[src/inc/adtc_consts.svh]
// constants of the converter timing and clock select block
// assumes inclusion by the design modules and the bench by bare name
`ifndef ADTC_CONSTS_SVH
`define ADTC_CONSTS_SVH

// ----------------------------------------------------------------------
// register offsets (word index on the plain register port)
// ----------------------------------------------------------------------
`define ADTC_OFS_CTRL 4'h0
`define ADTC_OFS_ALTDIV 4'h1
`define ADTC_OFS_RESULT 4'h2
`define ADTC_OFS_STATUS 4'h3
`define ADTC_OFS_IRQ_STAT 4'h4
`define ADTC_OFS_IRQ_CLR 4'h5
`define ADTC_OFS_IRQ_EN 4'h6
`define ADTC_OFS_SYSCFG 4'h7
`define ADTC_OFS_MCLKGEN 4'h8

// ----------------------------------------------------------------------
// field positions
// ----------------------------------------------------------------------
`define ADTC_CTRL_START 0
`define ADTC_CTRL_POSTCAL 1
`define ADTC_CTRL_RES8 2
`define ADTC_CTRL_IMPROVED 3
`define ADTC_DIVSEL_HI 15
`define ADTC_DIVSEL_LO 14
`define ADTC_SAMPSEL_HI 13
`define ADTC_SAMPSEL_LO 12
`define ADTC_IRQ_DONE 0
`define ADTC_IRQ_CAL 1

// ----------------------------------------------------------------------
// reset values
// ----------------------------------------------------------------------
`define ADTC_CTRL_RST 16'h0002
`define ADTC_ALTDIV_RST 8'h01
`define ADTC_MCLKGEN_RST 2'h0

// ----------------------------------------------------------------------
// timing counts
// ----------------------------------------------------------------------
`define ADTC_DIV_00 9'd4
`define ADTC_DIV_01 9'd2
`define ADTC_DIV_10 9'd16
`define ADTC_DIV_11 9'd8
`define ADTC_SAMP_00 8'd8
`define ADTC_SAMP_01 8'd16
`define ADTC_SAMP_10 8'd32
`define ADTC_SAMP_11 8'd64
`define ADTC_BITS10 4'd10
`define ADTC_BITS8 4'd8
`define ADTC_BC_PER_BIT 8'd4
`define ADTC_SAR10_BC 8'd40
`define ADTC_SAR8_BC 8'd32
`define ADTC_POSTCAL_BC 8'd12
`define ADTC_LOAD_SYS 3'd6
`define ADTC_CAL_MIN_BC 14'd484
`define ADTC_CAL_MAX_BC 11696

`endif

[src/inc/adtc_pkg.sv]
// types shared by the converter timing modules
// assumes the constants header sits beside it
package adtc_pkg;
    // converter sequence phases
    typedef enum logic [2:0] {
        ST_IDLE,
        ST_SAMPLE,
        ST_CONVERT,
        ST_POSTCAL,
        ST_LOAD
    } adtc_state_e;
    typedef logic [15:0] adtc_word_t; // register port data word
endpackage : adtc_pkg

[src/inc/adtc_tick_if.sv]
// clock-tick carrier between the control core and the clock generator
// assumes one clock domain, i_mclk, on both sides
`timescale 1ns/1ps
interface adtc_tick_if;
    logic halve; // cpu clock is master clock halved
    logic compat; // table prescaler in force
    logic restart; // realign basic clock prescaler
    logic [1:0] div_sel; // basic clock select
    logic [7:0] alt_div; // improved divider minus one
    logic sys_tick; // system clock edge
    logic cpu_tick; // cpu clock edge
    logic bc_tick; // basic clock edge
    modport gen(input halve, compat, restart, div_sel, alt_div,
                output sys_tick, cpu_tick, bc_tick);
    modport ctl(output halve, compat, restart, div_sel, alt_div,
                input sys_tick, cpu_tick, bc_tick);
endinterface : adtc_tick_if

[src/hw/adtc_sync.sv]
// two-flop synchroniser for the asynchronous analog status inputs
// assumes inputs are levels that hold for several clocks
`timescale 1ns/1ps
module adtc_sync #(
    parameter int W = 4
) (
    input wire logic i_mclk,
    input wire logic i_nrst,
    input wire logic [W-1:0] i_d,
    output logic [W-1:0] o_q
);
    // only the second stage is ever looked at
    typedef struct packed {
        logic [W-1:0] s1;
        logic [W-1:0] s2;
    } adtc_sync_s;
    adtc_sync_s q, n;

    // ------------------------------------------------------------------
    // next state
    // ------------------------------------------------------------------
    always_comb begin
        n = q;
        n.s1 = i_d;
        n.s2 = q.s1;
    end

    always_ff @(posedge i_mclk or negedge i_nrst) begin
        if (!i_nrst) begin
            q <= '0;
        end else begin
            q <= n;
        end
    end

    assign o_q = q.s2;
endmodule : adtc_sync

[src/hw/adtc_clkgen.sv]
// cpu, system and converter basic clock tick generator
// assumes the master clock is the module clock; ticks are enables
`timescale 1ns/1ps
`include "adtc_consts.svh"
module adtc_clkgen import adtc_pkg::*; (
    input wire logic i_mclk,
    input wire logic i_nrst,
    adtc_tick_if.gen tk
);
    typedef struct packed {
        logic ph; // halving phase
        logic [8:0] bcnt; // system ticks into basic period
        logic sys; // system/cpu tick flop
        logic bc; // basic clock tick flop
    } adtc_cg_s;
    adtc_cg_s q, n;

    // prescaler divisor; improved mode takes the free divider
    function automatic logic [8:0] div_of(input logic compat,
            input logic [1:0] sel, input logic [7:0] alt);
        if (!compat) begin
            div_of = {1'b0, alt} + 9'd1;
        end else begin
            case (sel)
                2'b00: div_of = `ADTC_DIV_00;
                2'b01: div_of = `ADTC_DIV_01;
                2'b10: div_of = `ADTC_DIV_10;
                default: div_of = `ADTC_DIV_11;
            endcase
        end
    endfunction : div_of

    // ------------------------------------------------------------------
    // tick generation
    // ------------------------------------------------------------------
    always_comb begin
        n = q;
        // cpu and system share one tick, so frequencies are equal
        n.ph = tk.halve ? ~q.ph : 1'b0;
        n.sys = ~tk.halve | q.ph;
        n.bc = 1'b0;
        if (tk.restart) begin
            // realign so a sample starts on a whole basic period
            n.bcnt = 9'd0;
        end else if (n.sys) begin
            if (q.bcnt >= div_of(tk.compat, tk.div_sel, tk.alt_div)
                    - 9'd1) begin
                n.bcnt = 9'd0;
                n.bc = 1'b1;
            end else begin
                n.bcnt = q.bcnt + 9'd1;
            end
        end
    end

    always_ff @(posedge i_mclk or negedge i_nrst) begin
        if (!i_nrst) begin
            q <= '0;
        end else begin
            q <= n;
        end
    end

    assign tk.sys_tick = q.sys;
    assign tk.cpu_tick = q.sys;
    assign tk.bc_tick = q.bc;

    // ------------------------------------------------------------------
    // checks
    // ------------------------------------------------------------------
    bc_div_four_a: assert property (
        @(posedge i_mclk) disable iff (!i_nrst || tk.restart)
        (q.bc && tk.compat && !tk.halve && tk.div_sel == 2'b00)
        |=> !q.bc [*3] ##1 q.bc)
        else $error("basic clock is not system clock over four");
    cpu_halve_a: assert property (
        @(posedge i_mclk) disable iff (!i_nrst)
        (tk.halve && q.sys) |=> !q.sys ##1 q.sys)
        else $error("halved cpu tick does not alternate");
endmodule : adtc_clkgen

[src/hw/adtc_top.sv]
// converter timing control: prescaler, sequencing, calibration, clocks
// assumes a plain register port and synchronous master clock i_mclk
`timescale 1ns/1ps
`include "adtc_consts.svh"
// Functional notes
// - basic clock select divides by 4,2,16,8
// - sample time 8,16,32,64 basic periods
// - ten-bit: 52 or 40 periods plus extras
// - eight-bit: 44 or 32 periods plus extras
// - post-calibration off saves exactly 12 periods
// - sample, determine, then load over system clocks
// - reset calibration lasts 484 to 11696 periods
// - conversions during calibration run, extend it
// - out-of-range input saturates to zeros/ones
// - table prescaler in compatibility, improved selectable
// - cpu clock is master or half
// - core and bus controller use cpu clock
// - system clock equals cpu clock frequency
// - master clock generation chosen by register
module adtc_top import adtc_pkg::*; #(
    parameter int CAL_MAX_BC = `ADTC_CAL_MAX_BC
) (
    input wire logic i_mclk,
    input wire logic i_nrst,
    input wire logic [3:0] i_addr,
    input wire logic [15:0] i_wdata,
    input wire logic i_wr,
    input wire logic i_rd,
    output logic [15:0] o_rdata,
    input wire logic i_ain_cmp,
    input wire logic i_ain_below,
    input wire logic i_ain_above,
    input wire logic i_ref_settled,
    output logic o_sample,
    output logic [9:0] o_trial,
    output logic o_irq,
    output logic o_cpu_tick,
    output logic o_sys_tick,
    output logic o_cpu_halve,
    output logic [1:0] o_mclk_gen_sel
);
    // ------------------------------------------------------------------
    // state
    // ------------------------------------------------------------------
    typedef struct packed {
        adtc_state_e st; // conversion phase
        adtc_word_t ctrl; // converter control register
        logic [7:0] altd; // improved divider
        logic [9:0] res; // result register
        logic [9:0] trial; // successive approximation word
        logic [3:0] k; // bits decided so far
        logic [7:0] cnt; // basic periods in phase
        logic post; // latched post-calibration enable
        logic res8; // latched eight-bit mode
        logic [1:0] ssel; // latched sample select
        logic s_lo; // input below ground at sample end
        logic s_hi; // input above supply at sample end
        logic cal; // reset calibration running
        logic [13:0] calc; // calibration basic periods
        logic [1:0] ist; // sticky event status
        logic [1:0] ien; // event enables
        logic halve; // cpu clock halving select
        logic [1:0] mgen; // master clock generation select
        adtc_word_t rdata; // read data flop
        logic irq; // interrupt flop
        logic samp_o; // sample switch flop
        logic restart; // prescaler realign pulse
        logic done; // result load pulse
        logic [7:0] hbc; // basic periods since start
        logic [2:0] hsys; // system ticks in load
    } adtc_top_s;
    adtc_top_s q, n;

    adtc_tick_if tk ();
    logic [3:0] syn; // synchronised analog status
    logic bc; // usable basic clock tick
    logic start; // accepted start request
    logic [1:0] clr; // status bits cleared by software

    // sample length in basic periods
    function automatic logic [7:0] samp_len(input logic [1:0] sel);
        case (sel)
            2'b00: samp_len = `ADTC_SAMP_00;
            2'b01: samp_len = `ADTC_SAMP_01;
            2'b10: samp_len = `ADTC_SAMP_10;
            default: samp_len = `ADTC_SAMP_11;
        endcase
    endfunction : samp_len

    // bits to decide for the resolution
    function automatic logic [3:0] sar_bits(input logic res8);
        sar_bits = res8 ? `ADTC_BITS8 : `ADTC_BITS10;
    endfunction : sar_bits

    // ------------------------------------------------------------------
    // surroundings
    // ------------------------------------------------------------------
    // comparator and range detectors are asynchronous to i_mclk
    adtc_sync #(.W(4)) u_sync (
        .i_mclk(i_mclk),
        .i_nrst(i_nrst),
        .i_d({i_ref_settled, i_ain_above, i_ain_below, i_ain_cmp}),
        .o_q(syn)
    );

    adtc_clkgen u_clkgen (
        .i_mclk(i_mclk),
        .i_nrst(i_nrst),
        .tk(tk)
    );

    assign tk.halve = q.halve;
    assign tk.compat = ~q.ctrl[`ADTC_CTRL_IMPROVED];
    assign tk.div_sel = q.ctrl[`ADTC_DIVSEL_HI:`ADTC_DIVSEL_LO];
    assign tk.alt_div = q.altd;
    assign tk.restart = q.restart;

    // a tick that left the prescaler before realignment is stale
    assign bc = tk.bc_tick & ~q.restart;
    assign start = i_wr && i_addr == `ADTC_OFS_CTRL
        && i_wdata[`ADTC_CTRL_START] && q.st == ST_IDLE;
    assign clr = (i_wr && i_addr == `ADTC_OFS_IRQ_CLR) ?
        i_wdata[1:0] : 2'b00;

    // ------------------------------------------------------------------
    // next state
    // ------------------------------------------------------------------
    always_comb begin
        n = q;
        n.restart = 1'b0;
        n.done = 1'b0;
        n.rdata = 16'h0000;
        // register writes; start is a pulse and is not stored
        if (i_wr) begin
            case (i_addr)
                `ADTC_OFS_CTRL: begin
                    n.ctrl = i_wdata;
                    n.ctrl[`ADTC_CTRL_START] = 1'b0;
                end
                `ADTC_OFS_ALTDIV: n.altd = i_wdata[7:0];
                `ADTC_OFS_IRQ_EN: n.ien = i_wdata[1:0];
                `ADTC_OFS_SYSCFG: n.halve = i_wdata[0];
                `ADTC_OFS_MCLKGEN: n.mgen = i_wdata[1:0];
                default: ;
            endcase
        end
        // sticky events: clear first so a same-cycle set wins
        n.ist = q.ist & ~clr;
        // reset calibration advances only while no conversion runs
        if (q.cal && q.st == ST_IDLE && bc) begin
            n.calc = q.calc + 14'd1;
        end
        if (q.cal && ((q.calc >= `ADTC_CAL_MIN_BC && syn[3])
                || q.calc >= CAL_MAX_BC[13:0])) begin
            n.cal = 1'b0;
            n.ist[`ADTC_IRQ_CAL] = 1'b1;
        end
        // conversion sequence
        case (q.st)
            ST_IDLE: begin
                if (start) begin
                    n.st = ST_SAMPLE;
                    n.post = i_wdata[`ADTC_CTRL_POSTCAL];
                    n.res8 = i_wdata[`ADTC_CTRL_RES8];
                    n.ssel = i_wdata[`ADTC_SAMPSEL_HI:`ADTC_SAMPSEL_LO];
                    n.cnt = 8'd0;
                    n.hbc = 8'd0;
                    n.restart = 1'b1;
                    n.samp_o = 1'b1;
                    n.trial = 10'h000;
                end
            end
            ST_SAMPLE: begin
                if (bc) begin
                    n.cnt = q.cnt + 8'd1;
                    n.hbc = q.hbc + 8'd1;
                    if (q.cnt + 8'd1 == samp_len(q.ssel)) begin
                        n.st = ST_CONVERT;
                        n.samp_o = 1'b0;
                        n.s_lo = syn[1];
                        n.s_hi = syn[2];
                        n.cnt = 8'd0;
                        n.k = 4'd0;
                        n.trial = 10'h200;
                    end
                end
            end
            ST_CONVERT: begin
                if (bc) begin
                    n.cnt = q.cnt + 8'd1;
                    n.hbc = q.hbc + 8'd1;
                    // one bit decided per four basic periods
                    if (q.cnt == `ADTC_BC_PER_BIT - 8'd1) begin
                        n.cnt = 8'd0;
                        n.k = q.k + 4'd1;
                        if (!syn[0]) begin
                            n.trial[4'd9 - q.k] = 1'b0;
                        end
                        if (q.k + 4'd1 == sar_bits(q.res8)) begin
                            // skipping the trim saves twelve periods
                            n.st = q.post ? ST_POSTCAL : ST_LOAD;
                            n.hsys = 3'd0;
                        end else begin
                            n.trial[4'd8 - q.k] = 1'b1;
                        end
                    end
                end
            end
            ST_POSTCAL: begin
                if (bc) begin
                    n.cnt = q.cnt + 8'd1;
                    n.hbc = q.hbc + 8'd1;
                    if (q.cnt + 8'd1 == `ADTC_POSTCAL_BC) begin
                        n.st = ST_LOAD;
                        n.hsys = 3'd0;
                    end
                end
            end
            ST_LOAD: begin
                // load step counts system clocks, not basic periods
                if (tk.sys_tick) begin
                    n.hsys = q.hsys + 3'd1;
                    if (q.hsys + 3'd1 == `ADTC_LOAD_SYS) begin
                        if (q.s_lo) begin
                            n.res = 10'h000;
                        end else if (q.s_hi) begin
                            n.res = 10'h3FF;
                        end else begin
                            n.res = q.trial;
                        end
                        n.done = 1'b1;
                        n.ist[`ADTC_IRQ_DONE] = 1'b1;
                        n.st = ST_IDLE;
                    end
                end
            end
            default: n.st = ST_IDLE;
        endcase
        // read data valid only in the cycle after the strobe
        if (i_rd) begin
            case (i_addr)
                `ADTC_OFS_CTRL: n.rdata = q.ctrl;
                `ADTC_OFS_ALTDIV: n.rdata = {8'h00, q.altd};
                `ADTC_OFS_RESULT: n.rdata = {6'h00, q.res};
                `ADTC_OFS_STATUS: n.rdata = {12'h000, q.s_hi, q.s_lo,
                    q.cal, q.st != ST_IDLE};
                `ADTC_OFS_IRQ_STAT: n.rdata = {14'h0000, q.ist};
                `ADTC_OFS_IRQ_EN: n.rdata = {14'h0000, q.ien};
                `ADTC_OFS_SYSCFG: n.rdata = {15'h0000, q.halve};
                `ADTC_OFS_MCLKGEN: n.rdata = {14'h0000, q.mgen};
                default: n.rdata = 16'h0000;
            endcase
        end
        n.irq = |(n.ist & n.ien);
    end

    // ------------------------------------------------------------------
    // registers
    // ------------------------------------------------------------------
    always_ff @(posedge i_mclk or negedge i_nrst) begin
        if (!i_nrst) begin
            q <= '0;
            q.st <= ST_IDLE;
            q.ctrl <= `ADTC_CTRL_RST;
            q.altd <= `ADTC_ALTDIV_RST;
            q.mgen <= `ADTC_MCLKGEN_RST;
            q.cal <= 1'b1;
        end else begin
            q <= n;
        end
    end

    assign o_rdata = q.rdata;
    assign o_sample = q.samp_o;
    assign o_trial = q.trial;
    assign o_irq = q.irq;
    assign o_cpu_tick = tk.cpu_tick;
    assign o_sys_tick = tk.sys_tick;
    assign o_cpu_halve = q.halve;
    assign o_mclk_gen_sel = q.mgen;

    // ------------------------------------------------------------------
    // checks
    // ------------------------------------------------------------------
    sample_len_a: assert property (
        @(posedge i_mclk) disable iff (!i_nrst)
        (q.st == ST_SAMPLE && n.st == ST_CONVERT)
        |-> n.hbc == samp_len(q.ssel))
        else $error("sample phase length wrong");
    conv_ten_a: assert property (
        @(posedge i_mclk) disable iff (!i_nrst)
        (q.st != ST_LOAD && n.st == ST_LOAD && !q.res8)
        |-> n.hbc == samp_len(q.ssel) + `ADTC_SAR10_BC
            + (q.post ? `ADTC_POSTCAL_BC : 8'd0))
        else $error("ten-bit conversion length wrong");
    conv_eight_a: assert property (
        @(posedge i_mclk) disable iff (!i_nrst)
        (q.st != ST_LOAD && n.st == ST_LOAD && q.res8)
        |-> n.hbc == samp_len(q.ssel) + `ADTC_SAR8_BC
            + (q.post ? `ADTC_POSTCAL_BC : 8'd0))
        else $error("eight-bit conversion length wrong");
    postcal_skip_a: assert property (
        @(posedge i_mclk) disable iff (!i_nrst)
        (q.st != ST_LOAD && n.st == ST_LOAD)
        |-> (q.post ? q.st == ST_POSTCAL : q.st == ST_CONVERT))
        else $error("post-calibration taken wrongly");
    phase_order_a: assert property (
        @(posedge i_mclk) disable iff (!i_nrst)
        q.st == ST_SAMPLE |=> q.st inside {ST_SAMPLE, ST_CONVERT})
        else $error("sample not followed by conversion");
    load_sys_a: assert property (
        @(posedge i_mclk) disable iff (!i_nrst)
        q.done |-> q.hsys == `ADTC_LOAD_SYS && $past(q.st) == ST_LOAD)
        else $error("load step length wrong");
    cal_len_a: assert property (
        @(posedge i_mclk) disable iff (!i_nrst)
        $fell(q.cal) |-> $past(q.calc) >= `ADTC_CAL_MIN_BC
            && $past(q.calc) <= CAL_MAX_BC[13:0])
        else $error("calibration length out of range");
    cal_hold_a: assert property (
        @(posedge i_mclk) disable iff (!i_nrst)
        (q.cal && q.st != ST_IDLE) |=> $stable(q.calc))
        else $error("calibration advanced during conversion");
    sat_range_a: assert property (
        @(posedge i_mclk) disable iff (!i_nrst)
        q.done |-> (q.s_lo ? q.res == 10'h000
            : (!q.s_hi || q.res == 10'h3FF)))
        else $error("out-of-range result not saturated");
    done_flag_a: assert property (
        @(posedge i_mclk) disable iff (!i_nrst)
        (q.done || $rose(q.ist[`ADTC_IRQ_DONE])) |-> q.done
            && q.ist[`ADTC_IRQ_DONE] && $past(q.st) == ST_LOAD)
        else $error("done flag not with result load");
endmodule : adtc_top

[config.mk]
export PLATFORM = sky130hd
export DESIGN_NAME = adtc_top
export DESIGN_NICKNAME = d
export VERILOG_FILES = /design/src/inc/adtc_pkg.sv /design/src/inc/adtc_tick_if.sv /design/src/hw/adtc_sync.sv /design/src/hw/adtc_clkgen.sv /design/src/hw/adtc_top.sv
export VERILOG_INCLUDE_DIRS = /design/src /design/src/inc
export SDC_FILE = /design/constraint.sdc
export NUM_CORES = 1
export LEC_CHECK = 0
export BUFFER_PORTS_ARGS = -buffer_cell sky130_fd_sc_hd__buf_2
export CAP_MARGIN = 5
export CORE_MARGIN = 2
export CORE_UTILIZATION = 52
export CTS_CLUSTER_SIZE = 30
export DETAILED_ROUTE_END_ITERATION = 10
export PLACE_DENSITY = 0.69
export SLEW_MARGIN = 10
export SYNTH_ARGS = -nofsm -noshare
export SYNTH_HDL_FRONTEND = slang
export SYNTH_SLANG_ARGS = --single-unit
[constraint.sdc]
create_clock -name i_mclk -period 3.8 [get_ports i_mclk]
set_input_delay 0.76 -clock i_mclk [delete_from_list [all_inputs] [get_ports i_mclk]]
set_output_delay 0.76 -clock i_mclk [all_outputs]
set_load 0.02 [all_outputs]
# ---- After elaboration in Yosys (flattened, before gate mapping)
# Index checks and enable logic that the tools add are counted.
# Widths: inputs -> output; s select.
dict set report totals {
  register_bits 136
  word_cells 199
}
dict set report op_classes {
  n_eq_ne 31
  reduce_logical 36
  n_addsub 10
  n_lt_le_gt_ge 7
  bitwise 11
  mux 74
}
# op n
set ops {}
lappend ops {{$pmux 16 s8} 1}
lappend ops {{$mux 22} 4}
lappend ops {{$mux 10} 8}
lappend ops {{$pmux 8 s4} 2}
lappend ops {{$mux 9} 6}
lappend ops {{$mux 3} 15}
lappend ops {{$mux 8} 5}
lappend ops {{$pmux 10 s3} 1}
lappend ops {{$mux 11} 2}
lappend ops {{$pmux 7 s3} 1}
lappend ops {{$ne 2x2->1 const B} 9}
lappend ops {{$add 8x1->8 const B} 2}
lappend ops {{$eq 4x3->1 const B} 4}
lappend ops {{$mux 16} 1}
lappend ops {{$pmux 3 s5} 1}
lappend ops {{$pmux 5 s3} 1}
lappend ops {{$add 14x1->14 const B} 1}
lappend ops {{$ge 14x14->1 const B} 1}
lappend ops {{$ge 14x9->1 const B} 1}
lappend ops {{$mux 1} 14}
lappend ops {{$mux 12} 1}
lappend ops {{$and 10x10->10} 1}
lappend ops {{$logic_and 1x1->1} 10}
lappend ops {{$lt 4x5->1 const B} 2}
lappend ops {{49 further kinds} 75}

# ---- Logic depth before layout (Yosys ltp)
# Gate-level depths: netlist of run 1.
dict set report logic_depth {
  word_depth 16
  depth_mapped 18
  ltp_nobuf 15
}

# ---- Cells and area by module
# From an unflattened synthesis of run 1, not the netlist that was laid out.
dict set report hier_totals {
  hier_cells 751
  hier_area_um2 7373.3
}
# module n_inst area_per_inst_um2 seq_area_each_um2 cells_each
set modules_own_cells {}
lappend modules_own_cells {adtc_top 1 5936.9 2706.3 604}
lappend modules_own_cells {adtc_clkgen 1 1236.2 300.3 139}
lappend modules_own_cells {adtc_sync 1 200.2 200.2 8}

# ---- Worst setup path before layout of run 1
# OpenSTA, ideal clock, no wires.
dict set report synth_path {
  path_type {register to register}
  from {register q[102] (netlist name)}
  to {register u_clkgen.q[9] (netlist name)}
  arrival_time_ns 3.330
  path_slack_ns 0.388
  stages_incl_launch_ff 15
  synth_period_minus_slack_ns 3.412
  cell_sequence {dfrtp_1 > clkbuf_1 > buf_1 > nor3b_1 > a21oi_1 > ha_1 > nand2_1 > a211oi_1 > a21oi_1 > a31oi_1 > ha_1 > o21a_1 > a21oi_1 > or4b_2 > a31oi_1}
}
dict set report synth_via {
  elab_chain_len 8
}
# element line
set synth_lines {}
lappend synth_lines {{start: declaration} adtc_top.sv:72} ;# adtc_top_s q, n;
lappend synth_lines {{start signal: assignment} adtc_top.sv:269} ;# q <= n;
lappend synth_lines {{$mux 9} adtc_clkgen.sv:21} ;# if (!compat) begin
lappend synth_lines {{$mux 9} adtc_clkgen.sv:45} ;# end else if (n.sys) begin
lappend synth_lines {{$mux 9} adtc_clkgen.sv:42} ;# if (tk.restart) begin
lappend synth_lines {{$sub 9x1->9} adtc_clkgen.sv:47} ;# - 9'd1) begin
lappend synth_lines {{$ge 9x9->1} adtc_clkgen.sv:46} ;# if (q.bcnt >= div_of(tk.compat, tk.div_sel, tk.alt_div)
lappend synth_lines {{$mux 9} adtc_clkgen.sv:46}
lappend synth_lines {{$mux 9} adtc_clkgen.sv:45}
lappend synth_lines {{$mux 9} adtc_clkgen.sv:42}
lappend synth_lines {{end signal: assignment} adtc_clkgen.sv:60} ;# q <= n;
lappend synth_lines {{end: declaration} adtc_clkgen.sv:16} ;# adtc_cg_s q, n;
# Every way passes these cells. The select of a mux whose other input is x is not followed.
# A chain may end at the register's enable or synchronous reset.

# ---- Worst setup path in the final report of run 1
dict set report layout_path {
  from {register q, in the netlist tk.alt_div[0]}
  to {register u_clkgen.q[9] (netlist name)}
}
dict set report layout_via {
  elab_chain_len 9
}
# element line
set layout_lines {}
lappend layout_lines {{$add 8x1->9} adtc_clkgen.sv:22} ;# div_of = {1'b0, alt} + 9'd1;
lappend layout_lines {{$mux 9} adtc_clkgen.sv:21}
lappend layout_lines {{$mux 9} adtc_clkgen.sv:45}
lappend layout_lines {{$mux 9} adtc_clkgen.sv:42}
lappend layout_lines {{$sub 9x1->9} adtc_clkgen.sv:47}
lappend layout_lines {{$ge 9x9->1} adtc_clkgen.sv:46}
lappend layout_lines {{$mux 9} adtc_clkgen.sv:46}
lappend layout_lines {{$mux 9} adtc_clkgen.sv:45}
lappend layout_lines {{$mux 9} adtc_clkgen.sv:42}
# Every way passes these cells. The select of a mux whose other input is x is not followed.

==> results of run 1 <==
power by group:
| part | internal, uW | leakage (uW) | total [uW] | switching [uW] |
|---|---|---|---|---|
| logic | 552 | 0.00165 | 1290 | 741 |
| clock network | 983 | 0.000269 | 1610 | 629 |
| registers | 1570 | 0.00166 | 1870 | 304 |
layout by cell type, fill, tap and decap left out, types with 3 or more instances in the layout:
master	n
a211oi_1	3
a21boi_0	3
a21o_1	7
a21oi_1	35
a22o_1	4
a31oi_1	10
and2_1	8
and3_1	9
and4_1	3
buf_2	59
buf_4	5
clkbuf_16	17
clkinvlp_4	5
dfrtp_1	124
dfstp_2	3
ha_1	25
inv_1	19
mux2_2	35
mux2i_1	11
nand2_1	81
nand2b_1	16
nand3_1	36
nand3b_1	5
nand4_1	13
nor2_1	56
nor2b_1	8
nor3_1	16
nor3b_1	3
nor4_1	5
o211ai_1	3
o21ai_0	38
o31ai_1	16
or2_2	5
or3_1	4
xnor2_1	19
xor2_1	16
metal layers:
layer,vias up,share of wire (%),track usage (%)
met1,2693,44,30.0
met4,0,2.2,10.3
met3,34,4.7,4.43
li1,2622,-,-
met5,-,0,0
met2,150,49,37.4
cell type report:
type | count | area [um2]
clock buffers | 20 | 447
clock inverters | 12 | 134
fillers | 1139 | 5370
inverters | 19 | 71.3
multi-input cells | 524 | 3420
flip-flops and latches | 128 | 3210
well taps | 176 | 220
repair buffers | 66 | 373
metrics by stage:
stage / total power (uW) / hold WS (ns)
5_1_grt: 5040 / 0.358
4_1_cts: 4780 / 0.348
2_1_floorplan: 2830 / 0.331
3_3_place_gp: 3100 / 0.335
6_report: 4780 / 0.345
3_5_place_dp: 3150 / 0.336
registers in the layout, indices dropped and copies added, names as in the netlist:
signal,cells
q,68
o_cpu_halve,1
u_clkgen.q,10
tk.restart,1
u_clkgen.tk.cpu_tick,1
o_mclk_gen_sel,2
o_irq,1
tk.alt_div,8
u_sync.o_q,4
o_trial,10
o_sample,1
u_sync.n,4
o_rdata,16
u_clkgen.tk.bc_tick,1
cells in the mapped netlist (all sizes together), types with 2 or more instances:
master and instances:
clkbuf 23, nand3 36, o22ai 2, o21ai 40, a21oi 36, a211oi 3
and4 3, nand2 81, a22o 4, dfstp 3, nand4 13, a22oi 2
xnor2 19, a21boi 3, nor2 56, a31oi 10, nor3b 3, dfrtp 125
o31ai 16, and3 9, nor4 5, nand2b 16, and2 8, mux2i 11
nor2b 8, mux2 35, or4 2, mux4 2, or3 5, o41ai 2
o211ai 3, nor3 16, a211o 2, or2 5, inv 19, xor2 16
ha 25, nand3b 5, a21o 7, buf 37, a221oi 2
kinds of logic (layout without fill, tap and decap cells):
family	after synthesis	after routing	synth area share [%]
buffers and inverters	79	117	5.98
AOI/OAI and AO/OA	142	142	12.8
adders and majority gates	25	25	4.44
and+or+nand+nor	274	274	19.1
muxes	48	48	7.80
xor gates and xnor gates	35	35	4.35
DFF	128	128	45.5
worst max-delay path, cell delays in order (launching register included):
cell and delay, ns:
dfstp_2 0.59, ha_1 0.27, a21oi_1 0.17, ha_1 0.22, nand2_1 0.12, nand3b_1 0.10
o21ai_0 0.11, o21ai_0 0.18, ha_1 0.27, a21oi_1 0.17, nor2b_1 0.08, o21ai_0 0.19
o211ai_1 0.12, a21oi_1 0.19, or4b_2 0.60, a31oi_1 0.14
timing repair:
action / CTS / global route
resized for setup: 0 / 2
hold endpoints to repair: 0 / 0
setup endpoints to repair: 0 / 1
path summary, 6_finish.rpt:
path / to / slack, ns / cells after the start
setup / recovery: u_clkgen.q[9] / 0.19 / 15
hold / removal: u_sync.o_q[1] / 0.35 / 0
setup reg to reg: u_clkgen.q[9] / 0.19 / 15
hold reg to reg: u_sync.o_q[1] / 0.35 / 0
max in group asynchronous: q[52] / 2.59 / 2
min in group asynchronous: u_clkgen.q[4] / 0.45 / 1
==> run summary, run 1 <==
Synthesis handed over a netlist of 731 instances. Between clock sinks in the finished design, the worst skew comes to 0.0114 ns. The path class of the tightest hold or removal check is reg -> reg. The reported max-cap violation count came out at 0. The die is 120 um tall.

For this run, the number of Yosys warnings is 0. After clock tree synthesis, the clock-pin slew on the worst setup and hold paths is 0.06 ns. The flow ran to the end, and the final reports show no timing, DRC or antenna violations. The synthesized design devotes to its leading area cell type 44.4% of total area. The power per cell area is 607 nW/um2. The number of library cell types mapped by synthesis was 60. Setup repair after global routing left no endpoint under its margin.

The relative area change from synthesis to final layout was 11.8%. The setup slack after placement was 0.371 ns. The tools report the placeable core area as 13200 um2.

The number of synthesized flops with an enable pin was 0. In this run the core area contains 42 standard-cell rows. The worst setup path is of the reg -> reg kind. The tools report the master cell of the clock root buffer as clkbuf_16.

The run gives 0 as the number of buffers added for setup after CTS. Ranked by total cell area, the synthesized netlist is headed by dfrtp_1, mux2_2, ha_1. The largest total area in the synthesized netlist belongs to dfrtp_1. After synthesis, flip-flops and latches occupy 45.5% of the total area. Dividing the detail-routed wire length by the instance count gives 16.9 um. The run gives 0.325 mV as the highest ir drop seen on vdd. The largest driver fanout on the critical path was 8; the final worst-path setup slack was 0.185 ns. Setup violations remaining at the end of the flow were counted as 0. For this block, the initial DRC count from the detailed router was 422. At the pin with the least slew margin, the transition time is 0.898 ns. For the total clock buffers created by CTS, the log shows 17. Entering global routing, the biggest net connects 68 pins. The tools report the launch point of the worst path as tk.alt_div[0]. The design area came out at 7870 um2.

The number of hold buffers added after CTS was 0. Arrival time reported for the critical path endpoint: 3.97 ns. The post-placement cell area was 7290 um2. The post-route netlist has 19.1% of its cells at a drive strength greater than 1. Startpoint of the most critical register-to-register path: tk.alt_div[0]. The number of antenna repair diodes was 0; the effective utilization at floorplan was 53.2%. Derived from the worst setup path, the maximum achievable clock frequency is 277 MHz. For the total instance count after detailed placement, the log shows 913. The number of detailed-route iterations in the first pass was 7; the number of global-route vias before repair was 5247. The worst path uses 95.1% of the clock period.

The die width is 120 um. At the later pin of the worst-skew pair, clock insertion delay measures 0.43 ns. The die covers 14500 um2. The clock passes through at most 2 buffers.

In the routed design, unresolved DRC markers number 0. 61 I/O pins were placed. The post-detailed-route count of antenna-violating nets came out at 0. STA classifies the critical path startpoint as a register.

The average footprint of a synthesized cell is 9.64 um2, and the number of input and output port buffers inserted is 60. The count of cells in the finished layout, fillers not included, comes to 945. The shortest clock period the worst path allows after layout was 3.61 ns; the headroom to the max-slew limit was 40.1%. The global-route usage over all layers is 23.0%. At the end of the flow the core is filled with cells to 59.5%. CTS built an H-tree with a depth of 4. Detailed placement ended at an HPWL of 11.1 mm.

The run gives 16.0 mm as the total length of routed wires. The tools report the routed via count as 5499. The mapped netlist covers 7050 um2.

The clock drives 128 sinks. After detailed routing, the number of vias per cell comes to 5.82. The first global-routing pass estimated 26.1 mm of wire.

The sort of element at the end of the critical path is a register. The most frequently used flop master after synthesis is dfrtp_1. When the netlist entered floorplanning its net count stood at 784. The tools report the required time of the worst setup path as 4.15 ns. The synthesized design contains 128 register bits.

For the initial antenna violation count, the log shows 0. The critical hold path startpoint was u_sync.n[1]. TritonCTS built the clock tree. The weighted congestion reported at the end of routability-driven placement was 0.894; the number of hold violations in the final report was 0. Summed over all cells, the static leakage comes to 0.00358 uW. The sum of negative setup slack is 0 ns, and the final-report max-slew violation count is 0.

Counting flops with an async set or reset pin after synthesis yields a share of 100%. Summed over all layers, the global routing overflow is 0. The net count of the finished layout is 809.
Note: power is estimated with default switching activity, not from simulation.
==> run 2, diff against run 1 <==
- REMOVE_ABC_BUFFERS: unset -> 1
- SETUP_SLACK_MARGIN: unset -> 0.3
- clock period: 3.8 -> 4 ns (I/O delays scaled with it)
==> run summary, run 2 (synthesis gave the netlist of run 1 again) <==
For the first-pass GRT wire length, the log shows 26.0 mm (was 26.1 mm). Number of hold violations in the final report: 0 (unchanged). The post-placement cell area is 7250 um2 (was 7290 um2), and the average routed wire per standard cell is 16.4 um (was 16.9 um). The tools report the number of H-tree levels as 4 (unchanged). Terminating pin of the worst hold path: u_sync.o_q[0] (was u_sync.o_q[1]). The initial antenna violation count came out at 0 (unchanged). Startpoint class of the critical path: a register (unchanged). The share of the cycle needed by the critical path after routing works out to 90.0% (was 95.1%). The worst hold-check slack came out at 0.344 ns (was 0.345 ns). The tools report the number of antenna repair diodes as 0 (unchanged). The post-detailed-route count of antenna-violating nets was 0 (unchanged); the clock transition at the registers of the reported paths was 0.05 ns (was 0.06 ns). Setup repair after global routing left no endpoint under its margin. The number of cells on the critical path came out at 12 (was 15). The tools report the sort of element at the end of the critical path as a register (unchanged). The number of buffers added for setup after CTS is 0 (unchanged), and the weighted congestion reported at the end of routability-driven placement is 0.879 (was 0.894). CP Cell Sequence: ha_1 > a21oi_2 > ha_2 > nand2_1 > a211oi_1 > xor2_1 > ha_1 > o21ai_0 > o211ai_1 > a21oi_1 > or4b_2 > a31oi_1 (was ha_1 > a21oi_1 > ha_1 > nand2_1 > nand3b_1 > o21ai_0 > o21ai_0 > ha_1 > a21oi_1 > nor2b_1 > o21ai_0 > o211ai_1 > a21oi_1 > or4b_2 > a31oi_1). For the footprint of the multi-input gates, the log shows 3430 um2 (was 3420 um2).

The number of global-route vias before repair is 5352 (was 5247), and the placement row count is 42 (unchanged). Count of endpoints failing setup in the final report: 0 (unchanged). The placeable core area came out at 13200 um2 (unchanged).

The arrival time reported for the critical path endpoint is 3.93 ns (was 3.97 ns), and the die span in y is 120 um (unchanged). The shortest clock period the worst path allows after layout was 3.60 ns (was 3.61 ns). TritonCTS built the clock tree. Dominant delay contributor by cell family on the critical path: compound AO/OA/AOI/OAI gates (unchanged).

The tools report the effective utilization at floorplan as 53.2% (unchanged). The slowest cell on the critical path was or4b_2 (unchanged). The run gives 128 (unchanged) as the number of sinks on the clock net.

The transition time at the pin with the least slew margin is 0.855 ns (was 0.898 ns). The die width came out at 120 um (unchanged). Headroom to the max-slew limit: 42.8% (was 40.1%).

Register ranked first by flip-flop count: q (unchanged). The half-perimeter wire length after placement is 10.9 mm (was 11.1 mm), and the reported max-cap violation count is 0 (unchanged). The tools report the share of the core filled with cells as 59.1% (was 59.5%). The total clock buffers created by CTS came out at 17 (unchanged). The hold buffer count at CTS is 0 (unchanged), and the total length of routed wires is 15.5 mm (was 16.0 mm). The flow ran to the end, and the final reports show no timing, DRC or antenna violations. The relative area change from synthesis to final layout is 11.2% (was 11.8%). Master cell of the clock root buffer: clkbuf_16 (unchanged). The number of buffers and inverters on the critical path works out to 0 (unchanged).

The largest stage delay on the critical path works out to 0.60 ns (about the same). The run gives 2 (unchanged) as the number of buffers between clock root and the deepest sink. The critical path class is reg -> reg (unchanged). Counting stages on the worst path, the most repeated cell is ha_1. The die area was 14500 um2 (unchanged); the number of instances on the worst hold path was 0 (unchanged). Net count of the finished layout: 806 (was 809). The run gives 4.33 ns (was 4.15 ns) as the required time of the worst setup path. The class of the most critical hold timing path is reg -> reg (unchanged). For the highest ir drop seen on vdd, the log shows 0.320 mV (was 0.325 mV). The count of fill cells added during filler insertion is 1163 (was 1139), and the total area of sequential cells is 3210 um2 (unchanged). The run gives 499 (was 422) as the number of design-rule violations left by the first detailed-router iteration. Routed via count: 5453 (was 5499). The share of post-route cells with drive strength above 1 works out to 18.7% (was 19.1%). Sum of negative setup slack: 0 ns (unchanged).

Most common cell after layout, fill and taps aside: dfrtp_1 (unchanged). Top achievable clock speed: 278 MHz (was 277 MHz). The flop-to-flop setup slack is 0.40 ns (was 0.19 ns). The largest driver fanout on the critical path is 8 (unchanged), and the design area is 7830 um2 (was 7870 um2). The residual DRC count is 0 (unchanged), and the power per cell area is 572 nW/um2 (was 607 nW/um2). Final global-route overflow total: 0 (unchanged). The number of input and output port buffers inserted came out at 60 (unchanged). The startpoint of the most critical register-to-register path is tk.alt_div[0] (unchanged).

Commonest non-fill, non-tap cells in the layout: dfrtp_1, nand2_1, buf_2, nor2_1, o21ai_0 (unchanged). The logs give 22.6% (was 23.0%) for the global-route usage over all layers and 0 (unchanged) for the final-report max-slew violation count. The clock skew is 0.00722 ns (was 0.0114 ns). The endpoint of the lowest-slack register-to-register path was u_clkgen.q[9] (unchanged). The detail-routed via count per cell is 5.79 (was 5.82), and the I/O pin total is 61 (unchanged).

The number of flip-flops in the largest register is 68 (unchanged), and the number of detailed-route iterations in the first pass is 5 (was 7). The clock latency on the worst-skew pair was 0.42 ns (was 0.43 ns). Pin count of the biggest net entering global routing: 82 (was 68).

The critical hold path startpoint was u_sync.n[0] (was u_sync.n[1]). For the static leakage, the log shows 0.00356 uW (was 0.00358 uW). The length in cells of the worst reg-to-reg path was 12 (was 15).
run 2: cell types whose count changed in the layout (fill, tap and decap cells not counted), moves of 2 or more:
cell	previous run	this run
inv_6	2	0
clkbuf_8	1	5
buf_4	5	3
clkbuf_1	2	5
clkinvlp_4	5	2
run 2: through the flow:
step                      total power, uW  worst slack [ns]  std cells
after detailed placement             3000             0.481        910
after floorplan                      2610             0.381        671
after global routing                 4760             0.306        942
after global placement               2930             0.733        910
final                                4480             0.399        942
after CTS                            4490             0.462        942
run 2: worst max path at each step:
stage                          endpoint          start  slack (ns)
after floorplan           u_clkgen.q[9]  tk.alt_div[0]        0.38
after global placement    u_clkgen.q[9]  tk.alt_div[0]        0.73
after detailed placement  u_clkgen.q[9]  tk.alt_div[0]        0.48
after CTS                 u_clkgen.q[9]  tk.alt_div[0]        0.46
after global routing      u_clkgen.q[9]  tk.alt_div[0]        0.31
final                     u_clkgen.q[9]  tk.alt_div[0]        0.40
run 2: what timing repair did:
action                     4_1_cts  5_1_grt
hold endpoints to repair         0        0
setup endpoints to repair        0        1
gates resized for setup          0        4
run 2: final cells by class:
type / instances / area share, %
multi-input cells: 524 / 43.8
flip-flops and latches: 128 / 41.0
clock buffers: 27 / 6.55
repair buffers: 63 / 4.31
well taps: 176 / 2.81
inverters: 19 / 0.911
clock inverters: 5 / 0.703
run 2: power by group:
part | internal [uW] | switching [uW] | total, uW
clock network | 934 | 532 | 1470
logic | 527 | 715 | 1240
registers | 1490 | 282 | 1770
total | 2950 | 1530 | 4480
run 2: layer usage:
metal / global-route usage, % / part of all wire, % / wire [um] / vias to the layer above
met5: 0 / 0 / 0 / -
met4: 10.7 / 2.5 / 391 / 0
met3: 4.95 / 4.5 / 694 / 31
met2: 35.3 / 48 / 7460 / 147
met1: 30.1 / 45 / 6920 / 2670
li1: - / - / - / 2605
